[src/bcs_pkg.sv]
/*
  Constants and types for the battery charge sequencer.
  Assumes a 100 MHz system clock and a nominal 800 Hz charge-timing tick.
*/
`default_nettype none
package bcs_pkg;

  localparam int CLK_HZ = 100_000_000;
  localparam int OSC_HZ = 800;

  // Times in milliseconds, counts in oscillator ticks
  localparam int CYCLE_MS         = 20480;
  localparam int BREAK_MS         = 2560;
  localparam int BRK_DELAY_MS     = 40;
  localparam int BRK_PULSE_MS     = 10;
  localparam int D2_HOLD_MS       = 300000;
  localparam int PREFORM_WARN_MS  = 600000;
  localparam int TOPOFF_MS        = 1200000;
  localparam int CHARGE_PULSE_MS  = 5120;

  localparam int CYCLE_TICKS      = CYCLE_MS * OSC_HZ / 1000;
  localparam int BREAK_TICKS      = BREAK_MS * OSC_HZ / 1000;
  localparam int BRK_DELAY_TICKS  = BRK_DELAY_MS * OSC_HZ / 1000;
  localparam int BRK_PULSE_TICKS  = BRK_PULSE_MS * OSC_HZ / 1000;
  localparam int D2_HOLD_TICKS    = D2_HOLD_MS * OSC_HZ / 1000;
  localparam int PREFORM_WARN_TICKS = PREFORM_WARN_MS * OSC_HZ / 1000;
  localparam int TOPOFF_TICKS     = TOPOFF_MS * OSC_HZ / 1000;
  localparam int CHARGE_PULSE_TICKS = CHARGE_PULSE_MS * OSC_HZ / 1000;
  localparam int BREAK_START      = CYCLE_TICKS - BREAK_TICKS;
  localparam int BRK_PULSE_START  = BREAK_START + BRK_DELAY_TICKS;
  localparam int BRK_PULSE_END    = BRK_PULSE_START + BRK_PULSE_TICKS;

  // Trickle period is 1310.72 s, i.e. 64 measurement cycles
  localparam int TRICKLE_CYC_W    = 6;
  localparam int CYC_W            = 14;
  localparam int TIM_W            = 20;
  localparam int BLINK_BIT        = 9;

  // Converter: 10-bit code, 6.5 mV per step
  localparam int CODE_W           = 10;
  localparam int LSB_UV           = 6500;
  localparam int VREF_MV          = 1600;
  localparam int DROP_MV          = 12;
  localparam int OVERLOAD_MV      = 4000;
  localparam logic [CODE_W-1:0] VREF_CODE     = CODE_W'(VREF_MV * 1000 / LSB_UV);
  localparam logic [CODE_W-1:0] DROP_CODE     = CODE_W'((DROP_MV * 1000 + LSB_UV - 1) / LSB_UV);
  localparam logic [CODE_W-1:0] OVERLOAD_CODE = CODE_W'(OVERLOAD_MV * 1000 / LSB_UV);
  localparam int D2_LIMIT_LSB     = 2;
  localparam logic [1:0] DROP_CYCLES = 2'h3;

  typedef enum logic [2:0] {
    ST_IDLE    = 3'b000,
    ST_PREFORM = 3'b001,
    ST_FAST    = 3'b010,
    ST_TOPOFF  = 3'b011,
    ST_TRICKLE = 3'b100
  } bcs_state_t;

endpackage
`default_nettype wire

[src/bcs_sequencer.sv]
/*
  Charge-state sequencer: preformation, fast charge with -dV and d2V/dt2
  termination, pulsed top-off, trickle, break pulse and status LEDs.
  Assumes battCode is a settled converter code, valid whenever sampled,
  and packPresent is a clean level synchronous to clk.
  The power stage sets the actual rates; this block only gates them.
  Temperature window and test mode are handled outside, if at all.
*/
`timescale 1ns/100ps
`default_nettype none
module bcs_sequencer #(
  parameter int OSC_DIV = bcs_pkg::CLK_HZ / bcs_pkg::OSC_HZ
) (
  input  wire logic                        clk,
  input  wire logic                        sys_rst,
  input  wire logic                        packPresent,
  input  wire logic [bcs_pkg::CODE_W-1:0]  battCode,
  output var  logic                        fastCurrentOn,
  output var  logic                        preformCurrentOn,
  output var  logic                        chargeBreakPulse,
  output var  logic                        redStatus,
  output var  logic                        greenStatus
);

  typedef struct packed {
    bcs_pkg::bcs_state_t                 st;
    logic [16:0]                         divCnt;
    logic [bcs_pkg::CYC_W-1:0]           cycCnt;
    logic [bcs_pkg::TIM_W-1:0]           insTim;
    logic [bcs_pkg::TIM_W-1:0]           phTim;
    logic [bcs_pkg::TRICKLE_CYC_W-1:0]   trkCnt;
    logic [bcs_pkg::CODE_W-1:0]          actual;
    logic [bcs_pkg::CODE_W-1:0]          prev;
    logic signed [bcs_pkg::CODE_W:0]     prevDelta;
    logic [1:0]                          histValid;
    logic [1:0]                          dropCnt;
    logic                                pres;
    logic                                fastOn;
    logic                                preOn;
    logic                                brk;
    logic                                red;
    logic                                green;
  } bcs_regs_t;

  bcs_regs_t s_q;
  bcs_regs_t s_d;

  logic                              tick;
  logic                              lastCyc;
  logic                              drop;
  logic                              d2Hit;
  logic                              inBreak;
  logic                              pulseWin;
  logic signed [bcs_pkg::CODE_W:0]   delta;
  logic signed [bcs_pkg::CODE_W+1:0] accel;

  always_comb begin
    s_d      = s_q;
    // One cycle counter drives breaks, charge pulses and blinking alike
    tick     = (s_q.divCnt == 17'(OSC_DIV - 1));
    lastCyc  = (s_q.cycCnt == bcs_pkg::CYC_W'(bcs_pkg::CYCLE_TICKS - 1));
    delta    = $signed({1'b0, battCode}) - $signed({1'b0, s_q.prev});
    accel    = {delta[bcs_pkg::CODE_W], delta} -
               {s_q.prevDelta[bcs_pkg::CODE_W], s_q.prevDelta};
    // Margin goes on the new code, so a small stored value cannot underflow
    // drop detect
    drop     = s_q.histValid[0] &&
               ({1'b0, battCode} + {1'b0, bcs_pkg::DROP_CODE} <= {1'b0, s_q.actual});
    // Signed compare: a falling slope must never read as a large rise
    // second derivative held off
    d2Hit    = s_q.histValid[1] &&
               (s_q.insTim >= bcs_pkg::TIM_W'(bcs_pkg::D2_HOLD_TICKS)) &&
               (accel > $signed(12'(bcs_pkg::D2_LIMIT_LSB)));
    s_d.divCnt = tick ? 17'h0_0000 : s_q.divCnt + 17'h0_0001;
    s_d.pres   = packPresent;

    if (!packPresent) begin
      // Without a pack only the divider keeps counting
      s_d        = '0;
      s_d.divCnt = tick ? 17'h0_0000 : s_q.divCnt + 17'h0_0001;
    end else if (!s_q.pres) begin
      s_d      = '0;
      s_d.pres = 1'b1;
      // Decided on the code seen at the insertion edge; no settling wait
      // fast only above reference
      s_d.st   = (battCode > bcs_pkg::VREF_CODE) ? bcs_pkg::ST_FAST : bcs_pkg::ST_PREFORM;
    end else if (tick) begin
      s_d.cycCnt = lastCyc ? '0 : s_q.cycCnt + 1'b1;
      // Timers saturate so a long trickle cannot wrap into an early window
      if (s_q.insTim != '1) begin
        s_d.insTim = s_q.insTim + 1'b1;
      end
      if (s_q.phTim != '1) begin
        s_d.phTim = s_q.phTim + 1'b1;
      end
      if (lastCyc) begin
        s_d.trkCnt = s_q.trkCnt + 1'b1;
      end
      unique case (s_q.st)
        bcs_pkg::ST_PREFORM: begin
          if (lastCyc && battCode > bcs_pkg::VREF_CODE) begin
            s_d.st = bcs_pkg::ST_FAST;
          end
        end
        bcs_pkg::ST_FAST: begin
          if (lastCyc) begin
            s_d.prev      = battCode;
            s_d.prevDelta = delta;
            s_d.histValid = {s_q.histValid[0], 1'b1};
            s_d.dropCnt   = drop ? s_q.dropCnt + 2'h1 : 2'h0;
            // The stored value only climbs, so a slow sag still counts as a drop
            if (!drop && (!s_q.histValid[0] || battCode > s_q.actual)) begin
              s_d.actual = battCode;
            end
            // Overload wins: a saturated reading makes both terminations moot
            if (battCode >= bcs_pkg::OVERLOAD_CODE) begin
              s_d.st     = bcs_pkg::ST_TRICKLE;
              s_d.trkCnt = '0;
            end else if (d2Hit || (drop && s_q.dropCnt == bcs_pkg::DROP_CYCLES - 2'h1)) begin
              s_d.st    = bcs_pkg::ST_TOPOFF;
              s_d.phTim = '0;
            end
          end
        end
        bcs_pkg::ST_TOPOFF: begin
          if (s_q.phTim == bcs_pkg::TIM_W'(bcs_pkg::TOPOFF_TICKS - 1)) begin
            // The measurement cycle keeps running so breaks stay evenly spaced;
            // trkCnt reaches zero at the next cycle start, where the first
            // trickle pulse then begins.
            s_d.st     = bcs_pkg::ST_TRICKLE;
            s_d.trkCnt = lastCyc ? '0 : '1;
          end
        end
        bcs_pkg::ST_TRICKLE: begin
        end
        // Not held while a pack is seated: insertion always picks a phase
        bcs_pkg::ST_IDLE: begin
        end
        default: begin
          s_d.st = bcs_pkg::ST_IDLE;
        end
      endcase
    end

    // Outputs are computed from next state so that they leave flip-flops
    inBreak  = s_d.cycCnt >= bcs_pkg::CYC_W'(bcs_pkg::BREAK_START);
    pulseWin = s_d.cycCnt < bcs_pkg::CYC_W'(bcs_pkg::CHARGE_PULSE_TICKS);
    // Limitation: no temperature window, current follows the phase alone
    // Top-off and trickle pulse the fast stage; the duty cycle sets the rate
    // current off in break
    // trickle pulse once per 64 cycles
    s_d.fastOn = ((s_d.st == bcs_pkg::ST_FAST) && !inBreak) ||
                 ((s_d.st == bcs_pkg::ST_TOPOFF) && pulseWin) ||
                 ((s_d.st == bcs_pkg::ST_TRICKLE) && pulseWin && (s_d.trkCnt == '0));
    s_d.preOn  = (s_d.st == bcs_pkg::ST_PREFORM) && !inBreak;
    s_d.brk    = (s_d.st != bcs_pkg::ST_IDLE) &&
                 (s_d.cycCnt >= bcs_pkg::CYC_W'(bcs_pkg::BRK_PULSE_START)) &&
                 (s_d.cycCnt <  bcs_pkg::CYC_W'(bcs_pkg::BRK_PULSE_END));
    // Green stays steady once fast charge has ended
    // green blink early in preformation
    // red blink after the warning time
    s_d.red    = (s_d.st == bcs_pkg::ST_PREFORM) &&
                 (s_d.insTim >= bcs_pkg::TIM_W'(bcs_pkg::PREFORM_WARN_TICKS)) &&
                 s_d.cycCnt[bcs_pkg::BLINK_BIT];
    s_d.green  = (((s_d.st == bcs_pkg::ST_PREFORM) &&
                   (s_d.insTim < bcs_pkg::TIM_W'(bcs_pkg::PREFORM_WARN_TICKS))) ||
                  (s_d.st == bcs_pkg::ST_FAST)) ? s_d.cycCnt[bcs_pkg::BLINK_BIT] :
                 ((s_d.st == bcs_pkg::ST_TOPOFF) || (s_d.st == bcs_pkg::ST_TRICKLE));
  end

  // Synchronous reset only; removing the pack clears state as well
  always_ff @(posedge clk) begin
    if (sys_rst) begin
      s_q <= '0;
    end else begin
      s_q <= s_d;
    end
  end

  assign fastCurrentOn    = s_q.fastOn;
  assign preformCurrentOn = s_q.preOn;
  assign chargeBreakPulse = s_q.brk;
  assign redStatus        = s_q.red;
  assign greenStatus      = s_q.green;

endmodule
`default_nettype wire

[config.mk]
export PLATFORM = sky130hd
export DESIGN_NAME = bcs_sequencer
export DESIGN_NICKNAME = d
export VERILOG_FILES = /design/src/bcs_pkg.sv /design/src/bcs_sequencer.sv
export SDC_FILE = /design/constraint.sdc
export NUM_CORES = 1
export LEC_CHECK = 0
export BUFFER_PORTS_ARGS = -buffer_cell sky130_fd_sc_hd__buf_2
export CORE_AREA = 2 2 116 129
export CTS_BUF_LIST = sky130_fd_sc_hd__clkbuf_2
export DETAILED_ROUTE_END_ITERATION = 6
export DIE_AREA = 0 0 118 131
export PLACE_DENSITY = 0.71
export RECOVER_POWER = 100
export SETUP_SLACK_MARGIN = 0.4
export SYNTH_ARGS = -nofsm -noshare
export SYNTH_HDL_FRONTEND = slang
export SYNTH_SLANG_ARGS = --single-unit
[constraint.sdc]
create_clock -name clk -period 5.7 [get_ports clk]
set_input_delay 1.14 -clock clk [delete_from_list [all_inputs] [get_ports clk]]
set_output_delay 1.14 -clock clk [all_outputs]
set_load 0.01 [all_outputs]
# Yosys cells after proc, flatten, opt, wreduce, memory -nomap -nowiden
# Index checks and enable logic that the tools add are counted.
totals:
  latch_bits: 0
  memories: 0
  romBits: 0
  output_inout_bits: 5
  wordCells: 118
  inputBits: 13
  ram_bits: 0
  regBits: 121
op_classes:
  n_eq_ne: 14
  addsub: 9
  reduce_logical: 33
  order_cmp: 12
  bitwise: 2
  mux: 31
  n_div: 0
  multipliers: 0
  shifts: 0
ops:
  columns: ["operator", "count"]
  rows:
  - ["$mux 95", 2]
  - ["$mux 121", 1]
  - ["$mux 20", 5]
  - ["$mux 61", 1]
  - ["$add 20x1->20 const B", 2]
  - ["$ne 20x20->1 const B", 2]
  - ["$mux 35", 1]
  - ["$mux 17", 2]
  - ["$ge 14x14->1 const B", 2]
  - ["$mux 6", 4]
  - ["$mux 3", 7]
  - ["$eq 20x20->1 const B", 1]
  - ["$ge 20x18->1 const B", 1]
  - ["$ge 20x19->1 const B", 1]
  - ["$lt 20x19->1 const B", 1]
  - ["$add 17x1->17 const B", 1]
  - ["$eq 17x17->1 const B", 1]
  - ["$logic_and 1x1->1", 16]
  - ["$add 14x1->14 const B", 1]
  - ["$eq 14x14->1 const B", 1]
  - ["$lt 14x13->1 const B", 1]
  - ["$lt 14x14->1 const B", 1]
  - ["$mux 14", 1]
  - ["$eq 3x2->1 const B", 4]
  - ["29 further kinds", 41]

# Longest topological paths before layout
# Gate-level depths: netlist of run 1.
depth:
  word_depth: 17
  mapped_depth: 22
  depth_no_buf: 21

# Least setup slack after synthesis of run 1
# Ideal clock, no wire load.
synth_path:
  path_kind: "input to register"
  from: "in battCode[0] in the netlist's numbering"
  to: "reg s_q, in the netlist greenStatus"
  n_path_buf: 0
  setup_ns: 0.133
  t_arrival_ns: 4.558
  cell_stages: 21
  required_time_ns: 5.567
  setup_slack_ns: 1.008
  path_cell_list: "inv_1 > ha_1 > inv_1 > fa_1 > a21o_1 > a21oi_1 > o21bai_1 > a21oi_1 > o21bai_1 > a21o_1 > xor2_1 > ha_1 > nand2_1 > o21a_1 > nor2_1 > a2111o_1 > nor4_1 > a21oi_1 > o21ai_2 > a211o_1 > o211ai_1"
synth_via:
  elab_chain_cells: 16
  elab_cells_between_ends: 29
  cone_classes: "add/sub: 3; order compare: 4; eq/ne: 4; mux: 10; reduce/logical: 8"
synth_rtl:
  columns: ["item", "line", "text"]
  rows:
  - ["from (decl)", "bcs_sequencer.sv:17", "input wire logic [bcs_pkg::CODE_W-1:0] battCode,"]
  - ["$sub 10x10->11 *", "bcs_sequencer.sv:62", "delta = $signed({1'b0, battCode}) - $signed({1'b0, s_q.prev});"]
  - ["net delta, one bit", "bcs_sequencer.sv:54", "logic signed [bcs_pkg::CODE_W:0] delta;"]
  - ["$sub 11x11->12 *", "bcs_sequencer.sv:63", "accel = {delta[bcs_pkg::CODE_W], delta} -"]
  - ["$gt 12x3->1 *", "bcs_sequencer.sv:73", "(accel > $signed(12'(bcs_pkg::D2_LIMIT_LSB)));"]
  - ["$logic_and 1x1->1 *", "bcs_sequencer.sv:72", "(s_q.insTim >= bcs_pkg::TIM_W'(bcs_pkg::D2_HOLD_TICKS)) &&"]
  - ["$logic_or 1x1->1 *", "bcs_sequencer.sv:119", "end else if (d2Hit || (drop && s_q.dropCnt == bcs_pkg::DROP_CYCLES - 2'h1)) begin"]
  - ["$mux 3 *", "bcs_sequencer.sv:119", null]
  - ["$mux 3 *", "bcs_sequencer.sv:116", "if (battCode >= bcs_pkg::OVERLOAD_CODE) begin"]
  - ["$mux 3 *", "bcs_sequencer.sv:106", "if (lastCyc) begin"]
  - ["$pmux 3 s4 *", "bcs_sequencer.sv:99", "unique case (s_q.st)"]
  - ["$mux 3 *", "bcs_sequencer.sv:87", "end else if (tick) begin"]
  - ["$mux 3 *", "bcs_sequencer.sv:81", "end else if (!s_q.pres) begin"]
  - ["$mux 121 *", "bcs_sequencer.sv:77", "if (!packPresent) begin"]
  - ["$eq 3x1->1", "bcs_sequencer.sv:165", "s_d.green = (((s_d.st == bcs_pkg::ST_PREFORM) &&"]
  - ["$logic_and 1x1->1", "bcs_sequencer.sv:165", null]
  - ["$logic_or 1x1->1", "bcs_sequencer.sv:166", "(s_d.insTim < bcs_pkg::TIM_W'(bcs_pkg::PREFORM_WARN_TICKS))) ||"]
  - ["$mux 1 *", "bcs_sequencer.sv:167", "(s_d.st == bcs_pkg::ST_FAST)) ? s_d.cycCnt[bcs_pkg::BLINK_BIT] :"]
  - ["to (signal assigned)", "bcs_sequencer.sv:174", "s_q <= '0;"]
  - ["to (signal assigned)", "bcs_sequencer.sv:176", "s_q <= s_d;"]
  - ["to (decl)", "bcs_sequencer.sv:45", "bcs_regs_t s_q;"]
# Mark *: on every way through the listed nets, which the timed path passes. The rest lies on a longest branch.
# A chain may end at the register's enable or synchronous reset.

# Worst setup path after layout of run 1
layout_path:
  from: "in battCode[0] in the netlist's numbering"
  to: "reg s_q[50] in the netlist's numbering"
layout_via:
  elab_chain_cells: 9
  elab_cells_between_ends: 14
  cone_classes: "add/sub: 3; order compare: 3; mux: 4; reduce/logical: 4"
layout_rtl:
  columns: ["item", "line"]
  rows:
  - ["$sub 10x10->11", "bcs_sequencer.sv:62"]
  - ["net delta, one bit", "bcs_sequencer.sv:54"]
  - ["$sub 11x11->12", "bcs_sequencer.sv:63"]
  - ["$gt 12x3->1", "bcs_sequencer.sv:73"]
  - ["$logic_and 1x1->1", "bcs_sequencer.sv:72"]
  - ["$logic_or 1x1->1", "bcs_sequencer.sv:119"]
  - ["$mux 20", "bcs_sequencer.sv:119"]
  - ["$mux 20", "bcs_sequencer.sv:116"]
  - ["$mux 61", "bcs_sequencer.sv:106"]
  - ["$mux 20", "bcs_sequencer.sv:99"]
# The timed path passes the listed nets, and every way through them passes these cells.

==> results of run 1 <==
==> worst register-to-register path: stages, from the launching register on <==
cell,delay (ns)
dfxtp_1,0.37
ha_1,0.18
inv_1,0.06
fa_1,0.39
a21o_1,0.17
a21oi_1,0.20
o21bai_1,0.09
a21oi_1,0.21
o21bai_1,0.08
a21o_1,0.20
xor2_1,0.16
ha_1,0.35
nand2_1,0.13
o21a_1,0.17
nand2_1,0.06
mux2i_1,0.16
nor4_1,0.08
a21oi_1,0.15
o21ai_0,0.21
nor2_2,0.70
nor3_1,0.11
==> cell families after synthesis <==
kind of cell,after synthesis,share of synthesized area
compound gates,181,0.1580
flops,121,0.3157
buf+inv,89,0.04697
mux,16,0.02104
fa+ha+maj,50,0.08350
simple gates,435,0.2937
xor+xnor,71,0.08105
==> cells in the final DEF (no fill, tap or decap), types with 4 or more instances in the layout <==
cell      netlist  final
a31oi_1        14     14
nand2_1       106    106
and3_1         15     15
a21oi_1        63     64
clkbuf_1       26      9
o21ai_0        28     31
inv_1          53     53
a311oi_1        4      4
nor2_1        125    125
nor3b_1         4      4
o31ai_1         8      8
mux2i_1        15     15
clkinv_1        1      4
buf_2           6      9
a211oi_1        6      5
nand3_1        48     48
xnor2_1        30     30
ha_1           48     48
nand3b_1        5      5
nand2b_1        4      4
and2_1          5      5
clkinv_2        0      5
or3_1           8      8
a21o_1          9      9
nor4_1         12     13
nor3_2         12      6
buf_4           1      4
clkbuf_2        0     17
a211o_1         6      6
dfxtp_1       121    121
nand4_1        26     27
nor3_1         31     37
xor2_1         41     41
nor2b_1         4      4
o211ai_1        4      4
==> through the flow <==
stage          setup WS (ns)    util
3_3_place_gp          0.3878  0.5553
6_report              0.9113  0.5616
5_1_grt               0.5085  0.5616
2_1_floorplan          1.008       -
4_1_cts                1.120  0.5691
3_5_place_dp          0.3223  0.5553
==> cell type report <==
| cell class | instances | area share |
|---|---|---|
| multi-input combinational | 753 | 0.6026 |
| tap | 192 | 0.03009 |
| antenna | 1 | 0.0003134 |
| sequential | 121 | 0.3034 |
| timing repair buffer | 22 | 0.01363 |
| clock buffer | 17 | 0.01066 |
| clock inverter | 12 | 0.01395 |
| inverter | 54 | 0.02539 |
==> sequential cells by signal, summed over array words and instances (netlist names) <==
name,cells
greenStatus,1
s_q,116
preformCurrentOn,1
fastCurrentOn,1
redStatus,1
chargeBreakPulse,1
==> report_power, final <==
group          switching, W  leakage [nW]  internal [W]
combinational      0.000109          1.49     0.0000656
clock              0.000323         0.123      0.000185
sequential       0.00000289         0.975      0.000849
total              0.000435          2.59       0.00110
==> metal layers <==
metal  up-vias  routed length [um]  track usage  share of wire
met2       166                7860       0.3912           0.47
met4         0                 262      0.07654          0.016
li1       3437                   -            -              -
met5         -                   0            0              0
met1      3148                7946       0.2873           0.47
met3        26                 800      0.04948          0.047
==> how the worst max path moves through the flow <==
stage / startpoint / to / slack (ns)
2_1_floorplan: battCode[0] / greenStatus$_SDFF_PP0_ / 1.01
3_5_place_dp: battCode[0] / s_q[47]$_SDFFE_PP0N_ / 0.32
4_1_cts: battCode[0] / s_q[51]$_SDFFE_PP0N_ / 1.12
5_1_grt: battCode[0] / s_q[53]$_SDFFE_PP0N_ / 0.51
3_3_place_gp: battCode[0] / s_q[60]$_SDFFE_PP0N_ / 0.39
6_report: battCode[0] / s_q[50]$_SDFFE_PP0N_ / 0.91
==> metrics.md, run 1 <==
| Metric | Value |
|---|---|
| Initial antenna violation count | 1 |
| Post-CTS setup buffers | 0 |
| Layout net count | 1032 |
| Crit path cell chain | clkbuf_1, inv_1, ha_1, inv_1, fa_1, a21o_1, a21oi_1, o21bai_1, a21oi_1, o21bai_1, a21o_1, xor2_1, ha_1, nand2_1, o21a_1, nand2_1, mux2i_1, nor4_1, a21oi_1, o21ai_0, nor2_2, nor3_1 |
| Worst hold path stage count | 2 |
| GRT Residual Overflow | 0 |
| Sinks on Clock Net | 121 |
| Ports | 18 |
| Status | finished with violations |
| Longest Clk Path Bufs | 2 |
| Kind of end point of the critical path | flop |
| Sequential area share after synthesis | 0.3157 |
| R2R Path Start | s_q[21]$_SDFFE_PP0P_ |
| Critical Path RT | 6.14 ns |
| Maximum fanout along the worst path | 17 |
| Max-slew violation count | 78 |
| Crit path depth | 22 |
| Port Buf Inserts | 17 |
| Period Utilization, post-route | 0.8401 |
| Min-delay worst type | reg -> reg |
| DRC viols | 0 |
| Filler cell count | 1393 |
| Number of synthesized flops with an enable pin | 0 |
| Mapped Cells | 963 |
| Cell depth of the worst flop-to-flop path | 20 |
| Most frequent cell after synthesis | nor2_1 |
| Worst setup SP type | input port |
| Drt initial violations | 476 |
| GPL Wtd Cong | 0.9148 |
| Placed cell count | 1142 |
| Die Y | 131 um |
| Slowest-stage cell, CP | nor2_2 |
| Area growth syn-to-layout | 4.061% |
| RSZ-0062 raised after global routing | false |
| R2r setup slk | 1.18 ns |
| Cells resized by post-CTS repair | 0 |
| Die area | 15460 um2 |
| Worst path max stage delay | 0.70 ns |
| Cell area after synthesis | 7672 um2 |
| Post-synth top cells | 125 x nor2_1, 121 x dfxtp_1, 106 x nand2_1 |
| TNS Setup | 0 ns |
| Horiz. Die Dim | 118 um |
| Crit path buffers/inverters | 3 |
| Total CTS buffers | 17 |
| Area of the multi-input gates | 4811 um2 |
| Setup violators final | 0 |
| Peak supply drop | 107.0 uV |
| Leakage | 2.592 nW |
| Largest area contributor in the netlist | dfxtp_1 |
| Initial core utilization | 0.5397 |
| Total GRT Usage | 0.2281 |
| CTS tree | built |
| Pwr Density | 192.3 nW/um2 |
| Largest net degree at the start of global routing | 78 |
| DR pass1 iterations | 5 |
| HPWL Detailed | 11970 um |
| Total Power | 0.001535 W |
| Share of layout cells above drive strength 1 | 0.06844 |
| Hold Path Sink | s_q[13]$_SDFFE_PP0P_ |
| Max Cap Viol | 1 |
| Ys Warns | 0 |
| Core area | 14220 um2 |
| Failing checks | max-capacitance violations, max-slew violations |
| First-pass GRT wire length | 29090 um |
| Net Count, Synth | 1026 |
| Clock Skew | 0.03134 ns |
| FF+latch area | 2422 um2 |
| Yosys top cell area share | 0.3157 |
| Async SR Flop Fraction | 0 |
| Critical path class | in -> reg |
| Layout Cells excl Fill | 1172 |
| Fmax | 208.8 MHz |
| Hold WS | 0.4651 ns |
| Mean Syn Cell Area | 7.967 um2 |
| Flops & latches, synth | 121 |
| Antenna Nets Post-Route | 0 |
| Vias in the first global route | 6349 |
| Min-delay src | s_q[13]$_SDFFE_PP0P_ |
| Critical Path AT | 5.23 ns |
| Slew margin rel. | -1.445 |
| Post-CTS Hold Buffers | 0 |
| Worst-path clk slew | 0.16 ns |
| Most used DFF post-synth | dfxtp_1 |
| Drt via density | 5.782 |
| Clock Latency Late Sink | 0.72 ns |
| Worst-Margin Slew | 3.668 ns |
| Crit-path leading delay family | compound AO/OA/AOI/OAI gates |
| Vias after detailed routing | 6777 |
| CTS Root Cell | clkbuf_2 |
| Routed wire per std cell | 14.39 um |
| Fin. Hold Viols | 0 |
| Clock period minus worst slack | 4.789 ns |
| Count of cell types in the netlist | 79 |
| Final wirelength | 16870 um |
| Post-route cell area | 7984 um2 |
| Row count | 46 |
| Most frequent CP cell | a21oi_1 |
| Post-DP Area | 7894 um2 |
| Top cells by area, synth | dfxtp_1 32%, ha_1 7.8%, nor2_1 6.1%, nand2_1 5.2%, xor2_1 4.7% |
| Reg2reg end | s_q[50]$_SDFFE_PP0N_ |
| H-tree Lvls | 4 |
No activity file was read; power rests on OpenSTA's default activity.
==> inputs of run 2 (changes only) <==
--- a/config.mk
+++ b/config.mk
@@ -5,12 +5,13 @@
 export SDC_FILE = /design/constraint.sdc
 export NUM_CORES = 1
 export LEC_CHECK = 0
+export ABC_AREA = 1
 export BUFFER_PORTS_ARGS = -buffer_cell sky130_fd_sc_hd__buf_2
 export CORE_AREA = 2 2 116 129
 export CTS_BUF_LIST = sky130_fd_sc_hd__clkbuf_2
 export DETAILED_ROUTE_END_ITERATION = 6
 export DIE_AREA = 0 0 118 131
-export PLACE_DENSITY = 0.71
+export PLACE_DENSITY = 0.73
 export RECOVER_POWER = 100
 export SETUP_SLACK_MARGIN = 0.4
 export SYNTH_ARGS = -nofsm -noshare
==> constraint.sdc (replaced) <==
create_clock -name clk -period 4 [get_ports clk]
set_input_delay 0.8 -clock clk [delete_from_list [all_inputs] [get_ports clk]]
set_output_delay 0.8 -clock clk [all_outputs]
set_load 0.01 [all_outputs]
==> metrics.md, run 2 <==
| Metric | Value |
|---|---|
| Status | completed |
| DR pass1 iterations | 5 |
| Horiz. Die Dim | 118 um |
| GPL Wtd Cong | 0.9015 |
| Clk pwr share | 0.347 |
| Net Count, Synth | 1210 |
| Yosys top cell area share | 0.3172 |
| Cell area after synthesis | 7636 um2 |
| Most flops, register | s_q |
| GRT Residual Overflow | 0 |
| Pwr Density | 270.5 nW/um2 |
| Sequential power share | 0.505 |
| Setup violators final | 0 |
| Leakage | 3.540 nW |
| Most common cell after layout, fill and taps aside | nand2_1 |
| Fmax | 261.1 MHz |
| Peak supply drop | 177.3 uV |
| First-pass GRT wire length | 30010 um |
| Layout net count | 1280 |
| Final wirelength | 18070 um |
| CTS Root Cell | clkbuf_2 |
| Share of power burned in combinational logic | 0.148 |
| DP Worst Slack | -0.5152 ns |
| Worst-Margin Slew | 0.7825 ns |
| Ports | 18 |
| Post-synth top cells | 207 x nand2_1, 184 x inv_1, 158 x nor2_1 |
| Critical path class | reg -> reg |
| Row count | 46 |
| Share of layout cells above drive strength 1 | 0.1439 |
| Total Power | 0.002405 W |
| Mean Syn Cell Area | 6.657 um2 |
| Hold WS | 0.4164 ns |
| Final setup margin | 0.1707 ns |
| H-tree Lvls | 4 |
| Async SR Flop Fraction | 0 |
| Clock Latency Late Sink | 0.72 ns |
| Initial antenna violation count | 1 |
| Max-slew violation count | 0 |
| Drt initial violations | 358 |
| Die Y | 131 um |
| Commonest non-fill, non-tap cells in the layout | 194 x nand2_1, 179 x inv_1, 142 x nor2_1, 118 x dfxtp_1, 74 x nand3_1 |
| Switch share | 0.2904 |
| Critical Path AT | 4.46 ns |
| Internal Power | 0.001706 W |
| Sinks on Clock Net | 121 |
| Routed wire per std cell | 12.70 um |
| Worst-path clk slew | 0.19 ns |
| Port Buf Inserts | 17 |
| Count of cell types in the netlist | 53 |
| Clock Skew | 0.02955 ns |
| Clock period minus worst slack | 3.829 ns |
| Maximum fanout along the worst path | 8 |
| Drt via density | 5.277 |
| Core Util, Final | 0.6252 |
| Sequential area share after synthesis | 0.3172 |
| Most frequent cell after synthesis | nand2_1 |
| Area growth syn-to-layout | 16.40% |
| Most used DFF post-synth | dfxtp_1 |
| HPWL Detailed | 12880 um |
| Core area | 14220 um2 |
| Flops & latches, synth | 121 |
| Slowest-stage cell, CP | dfxtp_2 |
| Min-delay worst type | in -> reg |
| Worst setup SP type | flop |
| Ys Warns | 0 |
| Total GRT Usage | 0.2351 |
| Kind of end point of the critical path | flop |
| Initial core utilization | 0.5371 |
| Top cells by area, synth | dfxtp_1 32%, nand2_1 10%, inv_1 9.0%, ha_1 7.9%, nor2_1 7.8% |
| Number of synthesized flops with an enable pin | 0 |
| Critical Path RT | 4.63 ns |
| NetSw | 0.0006983 W |
| Longest Clk Path Bufs | 2 |
| Period Utilization, post-route | 0.9573 |
| Max Cap Viol | 0 |
| Antenna Nets Post-Route | 0 |
| Vias in the first global route | 6747 |
| Die area | 15460 um2 |
| Total CTS buffers | 17 |
| Number of flip-flops in the largest register | 116 |
| Worst path max stage delay | 0.36 ns |
| DRC viols | 0 |
| Post-CTS Hold Buffers | 0 |
| Placed cell count | 1383 |
| RSZ-0062 raised after global routing | true |
| Fin. Hold Viols | 0 |
| Largest area contributor in the netlist | dfxtp_1 |
| Slew margin rel. | 0.4783 |
| CTS tree | built |
| Vias after detailed routing | 7509 |
| Mapped Cells | 1147 |
| Largest net degree at the start of global routing | 38 |
| Layout Cells excl Fill | 1423 |
[run 2: area by class of cell]
type                       instances  area [um2]
timing repair buffer              70       529.3
sequential                       121        2426
inverter                         187       718.2
clock inverter                    13       153.9
tap                              192       240.2
multi-input combinational        820        4723
antenna                            1       2.502
clock buffer                      19       95.09
fill                            1345        5328
[run 2: per-stage QoR]
stage	cell area, um2	setup TNS [ns]
4_1_cts	8675	0
3_3_place_gp	8341	-5.279
3_5_place_dp	8341	-8.094
6_report	8889	0
2_1_floorplan	7744	0
5_1_grt	8889	-2.043
[run 2: critical path: cells and delay by family, from the launching register on]
| family | cells | cell delay [ns] |
|---|---|---|
| buffers and inverters | 6 | 0.55 |
| xor gates and xnor gates | 1 | 0.18 |
| AOI/OAI and AO/OA | 6 | 0.91 |
| adders and majority gates | 2 | 0.50 |
| DFF | 1 | 0.36 |
| and+or+nand+nor | 15 | 1.23 |
[run 2: what timing repair did]
action	in CTS	in global routing
endpoints found under the setup margin	24	31
pin swaps	15	18
resized for setup	17	52
cloned	0	2
setup buffers	4	1
[run 2: worst paths after layout]
kind         cells after the start  slack, ns              endpoint            startpoint
min                              3       0.42     s_q[5]$_SDFF_PP0_           packPresent
max                             30       0.17  s_q[52]$_SDFFE_PP0N_  s_q[23]$_SDFFE_PP0P_
max reg2reg                     30       0.17  s_q[52]$_SDFFE_PP0N_  s_q[23]$_SDFFE_PP0P_
min reg2reg                      2       0.47  s_q[26]$_SDFFE_PP0P_  s_q[26]$_SDFFE_PP0P_
[run 2: per-layer routing]
metal / share of wire / up-vias / GRT usage
li1: - / 3928 / -
met1: 0.46 / 3414 / 0.2949
met2: 0.48 / 150 / 0.4128
met3: 0.043 / 17 / 0.04514
met4: 0.011 / 0 / 0.07229
met5: 0 / - / 0
[run 2: cell families (layout without fill, tap and decap cells)]
group | Yosys count | count (layout) | synth area share
fa+ha+maj | 50 | 50 | 0.08389
buf+inv | 206 | 289 | 0.1024
xor+xnor | 32 | 32 | 0.03670
simple gates | 543 | 543 | 0.3172
other cells | 0 | 1 | 0
compound gates | 195 | 195 | 0.1426
flops | 121 | 121 | 0.3172
[run 2: power by group through the flow]
stage | sequential [W] | clock [W] | combinational (W)
final | 0.00121 | 0.000834 | 0.000355
after global routing | 0.00122 | 0.000903 | 0.000398
after CTS | 0.00122 | 0.000852 | 0.000326
after detailed placement | 0.00124 | 0 | 0.000311
after global placement | 0.00124 | 0 | 0.000307
after floorplan | 0.00124 | 0 | 0.000201
==> inputs of run 3 (changes only) <==
--- a/config.mk
+++ b/config.mk
@@ -9,11 +9,11 @@
 export BUFFER_PORTS_ARGS = -buffer_cell sky130_fd_sc_hd__buf_2
 export CORE_AREA = 2 2 116 129
 export CTS_BUF_LIST = sky130_fd_sc_hd__clkbuf_2
+export CTS_CLUSTER_SIZE = 28
 export DETAILED_ROUTE_END_ITERATION = 6
 export DIE_AREA = 0 0 118 131
 export PLACE_DENSITY = 0.73
 export RECOVER_POWER = 100
-export SETUP_SLACK_MARGIN = 0.4
 export SYNTH_ARGS = -nofsm -noshare
 export SYNTH_HDL_FRONTEND = slang
 export SYNTH_SLANG_ARGS = --single-unit
==> metrics.md, run 3 (same netlist as run 2, synthesis figures left out) <==
| Metric | Value |
|---|---|
| Status | completed |
| Sinks on Clock Net | 121 |
| Ports | 18 |
| Core area | 14220 um2 |
| HPWL Detailed | 12580 um |
| RSZ-0062 raised after global routing | true |
| Post-CTS Hold Buffers | 0 |
| Slew margin rel. | 0.5386 |
| Kind of end point of the critical path | flop |
| Post-DP Area | 8352 um2 |
| Hold WS | 0.4120 ns |
| Slowest-stage cell, CP | dfxtp_1 |
| Area growth syn-to-layout | 13.83% |
| Drt via density | 5.139 |
| Peak supply drop | 257.4 uV |
| CTS tree | built |
| Longest Clk Path Bufs | 2 |
| DP Worst Slack | -0.4511 ns |
| Filler cell count | 1377 |
| Diodes inserted | 0 |
| Routed wire per std cell | 11.83 um |
| Drt initial violations | 346 |
| DR pass1 iterations | 5 |
| Period Utilization, post-route | 0.9695 |
| Pwr Density | 268.7 nW/um2 |
| Final setup margin | 0.1220 ns |
| Vias in the first global route | 6723 |
| Maximum fanout along the worst path | 4 |
| Layout net count | 1281 |
| Setup violators final | 0 |
| Initial core utilization | 0.5371 |
| Worst-Margin Slew | 0.6920 ns |
| Min-delay worst type | in -> reg |
| Die Y | 131 um |
| Critical Path RT | 4.63 ns |
| Critical Path AT | 4.51 ns |
| Commonest non-fill, non-tap cells in the layout | 197 x nand2_1, 179 x inv_1, 154 x nor2_1, 120 x dfxtp_1, 77 x a21oi_1 |
| GPL Wtd Cong | 0.8810 |
| Number of flip-flops in the largest register | 116 |
| TNS Setup | 0 ns |
| Worst-path clk slew | 0.19 ns |
| Port Buf Inserts | 17 |
| Total CTS buffers | 17 |
| H-tree Lvls | 4 |
| Share of layout cells above drive strength 1 | 0.1284 |
| Most flops, register | s_q |
| Final wirelength | 16830 um |
| Horiz. Die Dim | 118 um |
| Max-slew violation count | 0 |
| Worst path max stage delay | 0.36 ns |
| Largest net degree at the start of global routing | 38 |
| Clock period minus worst slack | 3.878 ns |
| Critical path class | reg -> reg |
| Max Cap Viol | 0 |
| Worst setup SP type | flop |
| Vias after detailed routing | 7313 |
| Most common cell after layout, fill and taps aside | nand2_1 |
| Row count | 46 |
| CTS Root Cell | clkbuf_2 |
| Initial antenna violation count | 0 |
| Clock Latency Late Sink | 0.71 ns |
| Post-route cell area | 8692 um2 |
| Fmax | 257.9 MHz |
| Most frequent CP cell | nand2_1 |
| Antenna Nets Post-Route | 0 |
| Clock Skew | 0.02814 ns |
| DRC viols | 0 |
| Leakage | 3.509 nW |
| Total GRT Usage | 0.2262 |
| Die area | 15460 um2 |
| Fin. Hold Viols | 0 |
| GRT Residual Overflow | 0 |
| First-pass GRT wire length | 29040 um |
## run 3: path summary, 6_finish.rpt
check | startpoint | to | slack, ns | cells past startpoint
hold / removal | packPresent | s_q[5]$_SDFF_PP0_ | 0.41 | 3
setup / recovery | s_q[22]$_SDFFE_PP0P_ | greenStatus$_SDFF_PP0_ | 0.12 | 37
hold reg to reg | s_q[30]$_SDFFE_PP0P_ | s_q[30]$_SDFFE_PP0P_ | 0.47 | 2
setup reg to reg | s_q[22]$_SDFFE_PP0P_ | greenStatus$_SDFF_PP0_ | 0.12 | 37
## run 3: final cells by class
| class | instances | area (um2) | share of cell area |
|---|---|---|---|
| well taps | 192 | 240.2 | 0.02764 |
| clock inverters | 14 | 147.6 | 0.01699 |
| clock buffers | 18 | 90.09 | 0.01036 |
| flip-flops and latches | 121 | 2424 | 0.2788 |
| repair buffers | 71 | 503.0 | 0.05787 |
| multi-input cells | 820 | 4582 | 0.5271 |
| inverters | 187 | 705.7 | 0.08119 |
## run 3: stage by stage
| step | std cells | power, W | utilization |
|---|---|---|---|
| after floorplan | 1147 | 0.001439 | - |
| after CTS | 1419 | 0.002346 | 0.6042 |
| after detailed placement | 1387 | 0.001555 | 0.5875 |
| after global placement | 1387 | 0.001552 | 0.5875 |
| after global routing | 1423 | 0.002452 | 0.6114 |
| final | 1423 | 0.002336 | 0.6114 |
## run 3: timing repair
item	4_1_cts	5_1_grt
setup buffers	0	4
endpoints found under the hold margin	0	0
endpoints found under the setup margin	0	26
resized for setup	0	24
## run 3: per-layer routing
metal / global-route usage / up-vias / part of all wire / routed length [um]
met4: 0.08150 / 0 / 0.017 / 294
li1: - / 3907 / - / -
met3: 0.04080 / 26 / 0.031 / 515
met2: 0.3947 / 92 / 0.47 / 7861
met1: 0.2827 / 3288 / 0.48 / 8157
met5: 0 / - / 0 / 0
## run 3: critical path, delay by kind of cell (launching register included)
kind,cells,cell delay [ns]
buf+inv,4,0.33
simple gates,26,1.81
fa+ha+maj,2,0.53
xor+xnor,1,0.19
compound gates,4,0.56
flops,1,0.36
## run 3: power breakdown
part           internal [W]  total [W]  switching [W]
logic              0.000143   0.000331       0.000188
registers           0.00121    0.00122     0.00000290
clock network      0.000291   0.000790       0.000499
